## src/pkg/ov_fault_pkg.sv

```systemverilog
// Constants for the input overvoltage fault handler
package ov_fault_pkg;
	// ----------------------------------------
	// Register offsets and fields
	// ----------------------------------------
	localparam logic [7:0] LIMIT_OFFSET = 8'h55;
	localparam logic [7:0] ACTION_OFFSET = 8'h56;
	localparam int EXP_MSB = 15;
	localparam int EXP_LSB = 11;
	localparam int MANT_MSB = 10;
	localparam int RESP_MSB = 7;
	localparam int RESP_LSB = 6;
	localparam int RETRY_MSB = 5;
	localparam int RETRY_LSB = 3;
	localparam int DELAY_MSB = 2;
	localparam logic [10:0] LIMIT_RESET = 11'h7ff;
	localparam logic [7:0] ACTION_RESET = 8'h00;
	localparam logic [2:0] RETRY_INFINITE = 3'h7;
	localparam logic [1:0] RESP_IGNORE = 2'h0;
	localparam logic [1:0] RESP_RIDE = 2'h1;
	localparam logic [1:0] RESP_SHUTDOWN = 2'h2;
	localparam logic [1:0] RESP_HOLD = 2'h3;
	// Linear exponent is signed; bias makes every shift non-negative
	localparam int EXP_BIAS = 16;
	localparam int FIXED_W = 11 + 31;

	// ----------------------------------------
	// Timing
	// ----------------------------------------
	localparam int CLOCK_MHZ = 250;
	localparam int TICK_PERIOD_US = 1000;
	localparam int TICK_CYCLES = TICK_PERIOD_US * CLOCK_MHZ;
	localparam int MS_W = 12;
	localparam logic [11:0] RIDE_MS [8] = '{12'h00a, 12'h014, 12'h028, 12'h050,
		12'h0a0, 12'h140, 12'h280, 12'h500};
	localparam logic [11:0] RESTART_MS [8] = '{12'h0fc, 12'h22e, 12'h39c, 12'h4ec,
		12'h63c, 12'h78c, 12'h8dc, 12'ha2c};

	typedef enum logic [2:0] {
		RUNNING,
		RIDING,
		RESTART_WAIT,
		HOLDING,
		LATCHED
	} fault_state_t;
endpackage

```

## src/logic/input_overvoltage_fault_handler.sv

```systemverilog
// Input overvoltage detection and programmable fault response
`timescale 1ns/1ps
`default_nettype none
// Behaviour
// - Flag a fault whenever measured input voltage exceeds the programmed limit.
// - Limit is an eleven-bit writable mantissa times two to the shared exponent.
// - Limit bits 15:11 are read-only and return the external exponent.
// - Action bits 7:6 choose the response; code zero ignores the fault.
// - Code one rides through delay one, then restarts if fault persists.
// - Code two shuts down at once, disables output, then restarts.
// - Code three holds output off until the fault clears, then re-enables.
// - Delay field picks ride-through 10..1280 ms and restart 252..2604 ms.
// - Retry field gives zero to six attempts or unlimited; exhausted latches off.
// - Delay one times fault to disable; delay two spaces restart attempts.
module input_overvoltage_fault_handler
	import ov_fault_pkg::*;
#(
	parameter int TICK_CYCLES_P = TICK_CYCLES
) (
	input wire logic clock,
	input wire logic rst,
	input wire logic reg_write,
	input wire logic reg_read,
	input wire logic [7:0] reg_addr,
	input wire logic [15:0] reg_wdata,
	output logic [15:0] reg_rdata,
	input wire logic [4:0] input_voltage_exponent,
	input wire logic input_voltage_valid,
	input wire logic [15:0] input_voltage,
	output logic overvoltage_fault,
	output logic output_enable,
	output logic fault_latched
);
	typedef struct packed {
		fault_state_t state;
		logic [10:0] limit;
		logic [7:0] action;
		logic [15:0] rdata;
		logic fault;
		logic out_en;
		logic [MS_W-1:0] elapsed;
		logic [2:0] retries;
		logic latched;
	} handler_t;

	handler_t s_q;
	handler_t s_d;
	logic phase_start;
	logic ms_tick;

	// ----------------------------------------
	// Linear-format scaling
	// ----------------------------------------
	function automatic logic [FIXED_W-1:0] scale(input logic [10:0] mant, input logic [4:0] expo);
		logic [5:0] shift;
		shift = 6'(signed'({expo[4], expo}) + 6'(EXP_BIAS));
		return {31'h0, mant} << shift;
	endfunction

	tick_prescaler #(
		.CYCLES(TICK_CYCLES_P)
	) u_tick (
		.clock(clock),
		.rst(rst),
		.restart(phase_start),
		.tick(ms_tick)
	);

	// ----------------------------------------
	// Next state
	// ----------------------------------------
	always_comb begin
		logic [1:0] resp;
		logic [2:0] retry_set;
		logic [2:0] dsel;
		logic exhausted;
		resp = s_q.action[RESP_MSB:RESP_LSB];
		retry_set = s_q.action[RETRY_MSB:RETRY_LSB];
		dsel = s_q.action[DELAY_MSB:0];
		exhausted = (retry_set != RETRY_INFINITE) && (s_q.retries >= retry_set);
		s_d = s_q;
		phase_start = 1'b0;

		if (reg_write) begin
			if (reg_addr == LIMIT_OFFSET) begin
				s_d.limit = reg_wdata[MANT_MSB:0];
			end else if (reg_addr == ACTION_OFFSET) begin
				s_d.action = reg_wdata[7:0];
			end
		end
		if (reg_read) begin
			if (reg_addr == LIMIT_OFFSET) begin
				s_d.rdata = {input_voltage_exponent, s_q.limit};
			end else if (reg_addr == ACTION_OFFSET) begin
				s_d.rdata = {8'h00, s_q.action};
			end else begin
				s_d.rdata = 16'h0000;
			end
		end

		if (input_voltage_valid) begin
			s_d.fault = scale(input_voltage[MANT_MSB:0], input_voltage[EXP_MSB:EXP_LSB]) >
				scale(s_q.limit, input_voltage_exponent);
		end

		if (ms_tick && s_q.elapsed != {MS_W{1'b1}}) begin
			s_d.elapsed = s_q.elapsed + 12'h001;
		end

		unique case (s_q.state)
			RUNNING: begin
				s_d.out_en = 1'b1;
				if (s_q.fault && resp == RESP_RIDE) begin
					s_d.state = RIDING;
					phase_start = 1'b1;
				end else if (s_q.fault && resp == RESP_SHUTDOWN) begin
					s_d.out_en = 1'b0;
					s_d.state = exhausted ? LATCHED : RESTART_WAIT;
					phase_start = 1'b1;
				end else if (s_q.fault && resp == RESP_HOLD) begin
					s_d.out_en = 1'b0;
					s_d.state = HOLDING;
				end else if (s_q.fault || s_q.retries == 3'h0) begin
					phase_start = 1'b1;
				end else if (s_q.elapsed >= RESTART_MS[dsel]) begin
					// A clean run of one restart interval forgives earlier attempts
					s_d.retries = 3'h0;
				end
			end
			RIDING: begin
				if (!s_q.fault) begin
					s_d.state = RUNNING;
					phase_start = 1'b1;
				end else if (s_q.elapsed >= RIDE_MS[dsel]) begin
					s_d.out_en = 1'b0;
					s_d.state = exhausted ? LATCHED : RESTART_WAIT;
					phase_start = 1'b1;
				end
			end
			RESTART_WAIT: begin
				if (s_q.elapsed >= RESTART_MS[dsel]) begin
					s_d.out_en = 1'b1;
					if (s_q.retries != RETRY_INFINITE) begin
						s_d.retries = s_q.retries + 3'h1;
					end
					s_d.state = RUNNING;
					phase_start = 1'b1;
				end
			end
			HOLDING: begin
				if (!s_q.fault) begin
					s_d.out_en = 1'b1;
					s_d.state = RUNNING;
					phase_start = 1'b1;
				end
			end
			LATCHED: begin
				s_d.out_en = 1'b0;
			end
			default: begin
				// Unused state codes fall back to normal running
				s_d.state = RUNNING;
				phase_start = 1'b1;
			end
		endcase

		// Latched indication is registered so the pin comes from a flop
		s_d.latched = (s_d.state == LATCHED);

		if (phase_start) begin
			s_d.elapsed = '0;
		end
	end

	always_ff @(posedge clock) begin
		if (rst) begin
			s_q <= '{state: RUNNING, limit: LIMIT_RESET, action: ACTION_RESET,
				rdata: 16'h0000, fault: 1'b0, out_en: 1'b1, elapsed: '0, retries: 3'h0,
				latched: 1'b0};
		end else begin
			s_q <= s_d;
		end
	end

	assign reg_rdata = s_q.rdata;
	assign overvoltage_fault = s_q.fault;
	assign output_enable = s_q.out_en;
	assign fault_latched = s_q.latched;
endmodule
`default_nettype wire

```

## src/logic/tick_prescaler.sv

```systemverilog
// Millisecond tick generator with phase restart
`timescale 1ns/1ps
`default_nettype none
module tick_prescaler
	import ov_fault_pkg::*;
#(
	parameter int CYCLES = TICK_CYCLES
) (
	input wire logic clock,
	input wire logic rst,
	input wire logic restart,
	output logic tick
);
	typedef struct packed {
		logic [17:0] count;
		logic tick;
	} presc_t;

	localparam logic [17:0] LAST = 18'(CYCLES - 1);

	presc_t s_q;
	presc_t s_d;

	always_comb begin
		s_d = s_q;
		s_d.tick = 1'b0;
		if (restart) begin
			s_d.count = 18'h0;
		end else if (s_q.count == LAST) begin
			s_d.count = 18'h0;
			s_d.tick = 1'b1;
		end else begin
			s_d.count = s_q.count + 18'h1;
		end
	end

	always_ff @(posedge clock) begin
		if (rst) begin
			s_q <= '0;
		end else begin
			s_q <= s_d;
		end
	end

	assign tick = s_q.tick;
endmodule
`default_nettype wire

```

## config.mk

```make
export PLATFORM = sky130hd
export DESIGN_NAME = input_overvoltage_fault_handler
export DESIGN_NICKNAME = d
export VERILOG_FILES = /design/src/pkg/ov_fault_pkg.sv /design/src/logic/input_overvoltage_fault_handler.sv /design/src/logic/tick_prescaler.sv
export SDC_FILE = /design/constraint.sdc
export NUM_CORES = 1
export LEC_CHECK = 0
export ABC_AREA = 1
export BUFFER_PORTS_ARGS = -buffer_cell sky130_fd_sc_hd__buf_2
export CELL_PAD_IN_SITES_DETAIL_PLACEMENT = 1
export CELL_PAD_IN_SITES_GLOBAL_PLACEMENT = 1
export CORE_MARGIN = 10
export CORE_UTILIZATION = 38
export CTS_CLUSTER_SIZE = 14
export DETAILED_ROUTE_END_ITERATION = 16
export PLACE_DENSITY = 0.8
export SYNTH_ARGS = -nofsm -noshare
export SYNTH_HDL_FRONTEND = slang
export SYNTH_SLANG_ARGS = --single-unit
```

## constraint.sdc

```tcl
create_clock -name clock -period 2.2 [get_ports clock]
set_input_delay 0.11 -clock clock [delete_from_list [all_inputs] [get_ports clock]]
set_output_delay 0.11 -clock clock [all_outputs]
set_load 0.005 [all_outputs]
```

Word level (Yosys, flattened, before mapping)
Memory sizes are Yosys's and may differ from the RTL's. Cells that the tools add are included.

Logic and storage cells: 108. Register bits: 75. Bits of input ports: 50. ROM bits: 192. Memories kept: 2. Output and inout bits: 19.

Reduce and logical (&&, ||, !) cells: 16. Equal/unequal tests: 24. Shift-type cells: 2. Bitwise operators: 2. $lt $le $gt $ge: 5. Mux-type cells: 41. Add/sub/neg operators: 5.

Memories: (no name shown) (depth 8, width 12, read ports 1, clocked after memory_dff 0, write ports 0, RTL line input_overvoltage_fault_handler.sv:141) `if (s_q.elapsed >= RESTART_MS[dsel]) begin`; (no name shown) (depth 8, width 12, read ports 1, clocked after memory_dff 0, write ports 0, RTL line input_overvoltage_fault_handler.sv:134) `end else if (s_q.elapsed >= RIDE_MS[dsel]) begin`.

Operators by type and width (number): $shl A11 B6 Y42 (2); $mux W12 (4); $mux W3 (15); $gt A42 B42 Y1 (1); $ge A12 B12 Y1 (2); $ne A2 B2 Y1 const B (10); $add A18 B1 Y18 const B (1); $eq A18 B18 Y1 const B (1); $eq A8 B7 Y1 const B (2); $mux W1 (16); $mux W16 (1); $pmux W3 S5 (1); $add A12 B1 Y12 const B (1); $add A5 B6 Y6 const B (2); $ne A12 B12 Y1 const B (1); $pmux W1 S5 (2); $mux W8 (1); $reduce_and A8 Y1 (1); $eq A3 B2 Y1 const B (2); $eq A3 B3 Y1 const B (2); $logic_not A3 Y1 (2); $ne A3 B3 Y1 const B (2); $pmux W3 S2 (1); $logic_and A1 B1 Y1 (5); other kinds (16) (17).

Logic depth before layout (Yosys ltp)
Depth after elaboration: 11. Gate-level depth with buffers: 24.

By module
From an unflattened synthesis, not the netlist that was laid out.

Cell total of the unflattened synthesis: 1124. Area, all modules: 7068.0 um^2.

Modules (own cells, without submodules): input_overvoltage_fault_handler (times used 1, cells an instance 988, sequential area each 1121.1 um^2, area each 6087.1 um^2); tick_prescaler (times used 1, cells an instance 136, sequential area each 380.4 um^2, area each 980.9 um^2).

Least setup slack after synthesis
OpenSTA, ideal clock, no wires.

Path kind: register to register. Start point: register s_q[34] in the netlist's numbering. End point: register u_tick.s_q[17] in the netlist's numbering. Cell stages (with the launch flop): 17. Buffers on the path: 1. Period minus slack after synthesis: 2359 ps. Arrival time: 2298 ps. Data required time: 2138 ps. Slack: -159 ps. Cells stage by stage: dfxtp_1 > inv_1 > ha_1 > nand2_1 > o21ai_0 > inv_1 > ha_1 > nand2_1 > inv_1 > nand2_1 > inv_1 > nand2_1 > nand3_1 > a21oi_2 > nand3_4 > buf_6 > nor2_2.

Longest elaborated chain between the ends: 9. Elaborated cells between the ends (all ways): 14.

RTL lines: from (decl) (RTL line input_overvoltage_fault_handler.sv:46) `handler_t s_q;`; from (signal assigned) (RTL line input_overvoltage_fault_handler.sv:177) `s_q <= '{state: RUNNING, limit: LIMIT_RESET, action: ACTION_RESET,`; $not A3 Y4 (implied by the code) * (RTL line input_overvoltage_fault_handler.sv:134, input_overvoltage_fault_handler.sv:141); $mem_v2 Z8 W12; $mux W12 (implied by the code) (2 in a row) (RTL line input_overvoltage_fault_handler.sv:134); $ge A12 B12 Y1 (RTL line input_overvoltage_fault_handler.sv:134); $mux W1 (RTL line input_overvoltage_fault_handler.sv:134); $mux W1 (RTL line input_overvoltage_fault_handler.sv:131) `if (!s_q.fault) begin`; $pmux W1 S5 * (RTL line input_overvoltage_fault_handler.sv:110) `unique case (s_q.state)`; $reduce_or A3 Y1 (no source line) *; to (signal assigned) (RTL line tick_prescaler.sv:39) `s_q <= '0;`; to (signal assigned) (RTL line tick_prescaler.sv:41) `s_q <= s_d;`; to (decl) (RTL line tick_prescaler.sv:21) `presc_t s_q;`.

Mark *: on every way between the ends. The rest lies on a longest branch, timed or not. The select of a mux whose other input is x is not followed. A chain may end at the register's enable or synchronous reset.

Worst setup path in the final report
Start point: register s_q[34] in the netlist's numbering. End point: register u_tick.s_q[9] in the netlist's numbering.

Same word-level chain as after synthesis.

==> summary.txt <==
Outcome
  • Status: complete, but fails checks
  • Violated checks: setup timing

Global route
  • GRT Util Overall: 21.5%
  • Largest net degree at the start of global routing: 33
  • First-pass GRT wire length: 42,900 µm
  • Initial antenna violation count: 0
  • Grt total ovfl: 0
  • Vias in the first global route: 8,481

Synthesis
  • Post-synthesis cell area: 7020 µm²
  • EDFF count, synth: 0
  • Seq/Total Area, Yosys: 21.4%
  • Flip-flop and latch count after synthesis: 75
  • Unique cell type count in the Yosys netlist: 45
  • Async S/R FF share, synth: 0%
  • Most used DFF post-synth: dfxtp_1
  • Syn. warnings: 0
  • Syn_nets: 1,268
  • Mapped Cells: 1,142
  • Syn_area_per_cell: 6.14 µm²

Die
  • Initial core utilization: 38.8%
  • Total number of placement rows: 49
  • Die width: 156 µm
  • IO Pins: 69
  • Core area: 18,100 µm²
  • Die footprint: 24,300 µm²
  • Die height: 156 µm

Finish
  • Fillers: 2,370
  • Fraction of layout cells with a size suffix above 1: 27.6%
  • Nets: 1,391
  • Most common cell after layout, fill and taps aside: nand2_1
  • Non-Filler Instances: 1,499
  • N_diodes: 0
  • Most frequent cells in the layout: 299 x nand2_1, 111 x inv_1, 92 x buf_4
  • Area delta synth->final: 31.9%
  • Fin area: 9260 µm²
  • Fin util: 51.2%

Detailed routing
  • Vias per inst: 5.53
  • Pre-antenna DRT Iters: 5
  • Antenna viol nets, final: 0
  • Vias after detailed routing: 8,283
  • WL/cell: 19.1 µm
  • Final wirelength: 28,700 µm
  • Post-route DRC: 0
  • Iter 0 DRT Violations: 445

STA
  • Minimum clock period: 2.64 ns
  • Finish-stage setup viols: 39
  • Fin Clk Skew: 0.00715 ns
  • Max Clk Rate: 0.378 GHz
  • Tcrit/Tclk final: 120%
  • Hold Slack: 0.00300 ns
  • Hold Vio Cnt, Final: 0
  • RSZ-0062 raised after global routing: true
  • Final Slew Violations: 0
  • Slew at the pin with the worst max-slew slack: 0.573 ns
  • Worst rel slew slack: 61.5%
  • Post-route setup slack: -0.444 ns

Placed design
  • HPWL after DPL: 18,800 µm
  • Placed instance count: 1,464
  • Placed Area: 8060 µm²
  • # port buffers: 63
  • Placer Congestion: 0.848

Setup path
  • Crit Path Category: flop to flop
  • Reg-to-reg startpoint: s_q[34]
  • Crit path required time: 2.49 ns
  • Crit. End Element: flop
  • Crit path from: s_q[34]
  • Crit-path max FO: 5
  • Worst endpoint data arrival time: 2.93 ns
  • Critical path launch point type: flop

Clock network
  • Clock Latency Late Sink: 0.35 ns
  • Root Buffer: clkbuf_16
  • H-tree level count: 3
  • Clk sinks: 75
  • CTS tree: built
  • CTS buffer count: 9
  • CTS clk-pin slew, worst paths: 0.06 ns
  • Max clock buf depth: 2

Power
  • Maximum vdd drop: 0.428 mV
  • P_leak: 4.28 nW
  • PD cells: 441 nW/µm²

Worst hold path
  • Hold_sp: reg_wdata[8]
  • Min-delay worst type: input port to flop

Job
  • Maximum Capacitance Violations: 0
state kept, by name (all words and copies together) (netlist names):
register	flops
s_q	37
reg_rdata	16
u_tick.tick	1
overvoltage_fault	1
output_enable	1
fault_latched	1
u_tick.s_q	18
cell type report:
type | instances | area (µm²) | share of cell area, %
Clock buffer | 10 | 239 | 2.58
Clock inverter | 6 | 71.3 | 0.770
Inverter | 127 | 489 | 5.28
Multi-Input combinational cell | 876 | 5330 | 57.5
Sequential cell | 75 | 1520 | 16.4
Tap cell | 229 | 287 | 3.10
Timing Repair Buffer | 176 | 1320 | 14.3
power by group:
group          switching (mW)  internal (mW)
Sequential             0.0226           1.38
Combinational           0.662          0.432
Clock                   0.670          0.921
worst paths after layout:
kind	end	slack, ns	cells past startpoint
setup / recovery	u_tick.s_q[9]	-0.44	14
hold / removal	s_q[50]	0.003	3
setup reg to reg	u_tick.s_q[9]	-0.44	14
hold reg to reg	u_tick.s_q[1]	0.49	1
stage by stage:
| step | setup slack (ns) | TNS, ns | total power [mW] |
|---|---|---|---|
| CTS | -0.292 | -4.21 | 4.00 |
| global route | -0.528 | -14.23 | 4.30 |
| finish | -0.444 | -11.99 | 4.08 |
| detailed placement | -0.470 | -9.03 | 2.37 |
| global placement | -0.347 | -4.27 | 2.34 |
| floorplan | 0.0292 | 0 | 2.02 |
critical path, stage by stage, from the launching register on:
cell and delay (ns):
dfxtp_4 0.41, inv_8 0.06, ha_4 0.31, nor2_2 0.06, nor2_2 0.17, ha_4 0.24, nand3_1 0.14, a21oi_1 0.09
nand2_2 0.14, nand3_4 0.12, a21oi_4 0.27, nand3_4 0.16, buf_12 0.18, buf_16 0.14, nor2_4 0.08
routing by layer:
metal / up-vias / GRT usage (%) / wire length [µm]
li1: 3971 / - / -
met1: 4023 / 25.1 / 11800
met3: 83 / 3.50 / 1190
met2: 206 / 38.7 / 14700
met5: - / 0 / 0
met4: 0 / 7.73 / 1060
cell families (layout without fill, tap and decap cells):
family                     count (synthesis)  in the layout  synth area share [%]
buffers and inverters                    192            319                  11.8
DFF                                       75             75                  21.4
and+or+nand+nor                          571            572                  34.4
muxes                                      6              6                 0.856
AOI/OAI and AO/OA                        209            209                  16.3
xor gates and xnor gates                  13             13                  1.62
adders and majority gates                 76             76                  13.6
cell usage after synthesis (all sizes together), types with 6 or more instances:
cell type	instances	area share, %
nand4	20	1.8
dfxtp	75	21
mux2i	6	0.86
nand2	327	18
inv	126	6.7
a21oi	64	4.6
o221ai	6	0.75
ha	76	14
o21ai	120	8.9
buf	36	3.5
nor2	111	6.1
nand3	59	4.5
a31oi	8	0.80
xor2	9	1.1
nor3	31	2.4
clkbuf	29	1.6
or2	12	1.1
repair_timing:
action	4_1_cts	5_1_grt
setup buffers	11	9
hold buffers	1	0
endpoints found under the hold margin	1	0
setup endpoints to repair	37	40
gates resized for setup	95	112
gates cloned	4	0
pin swaps	29	44
Power figures use the tool's default switching activity.
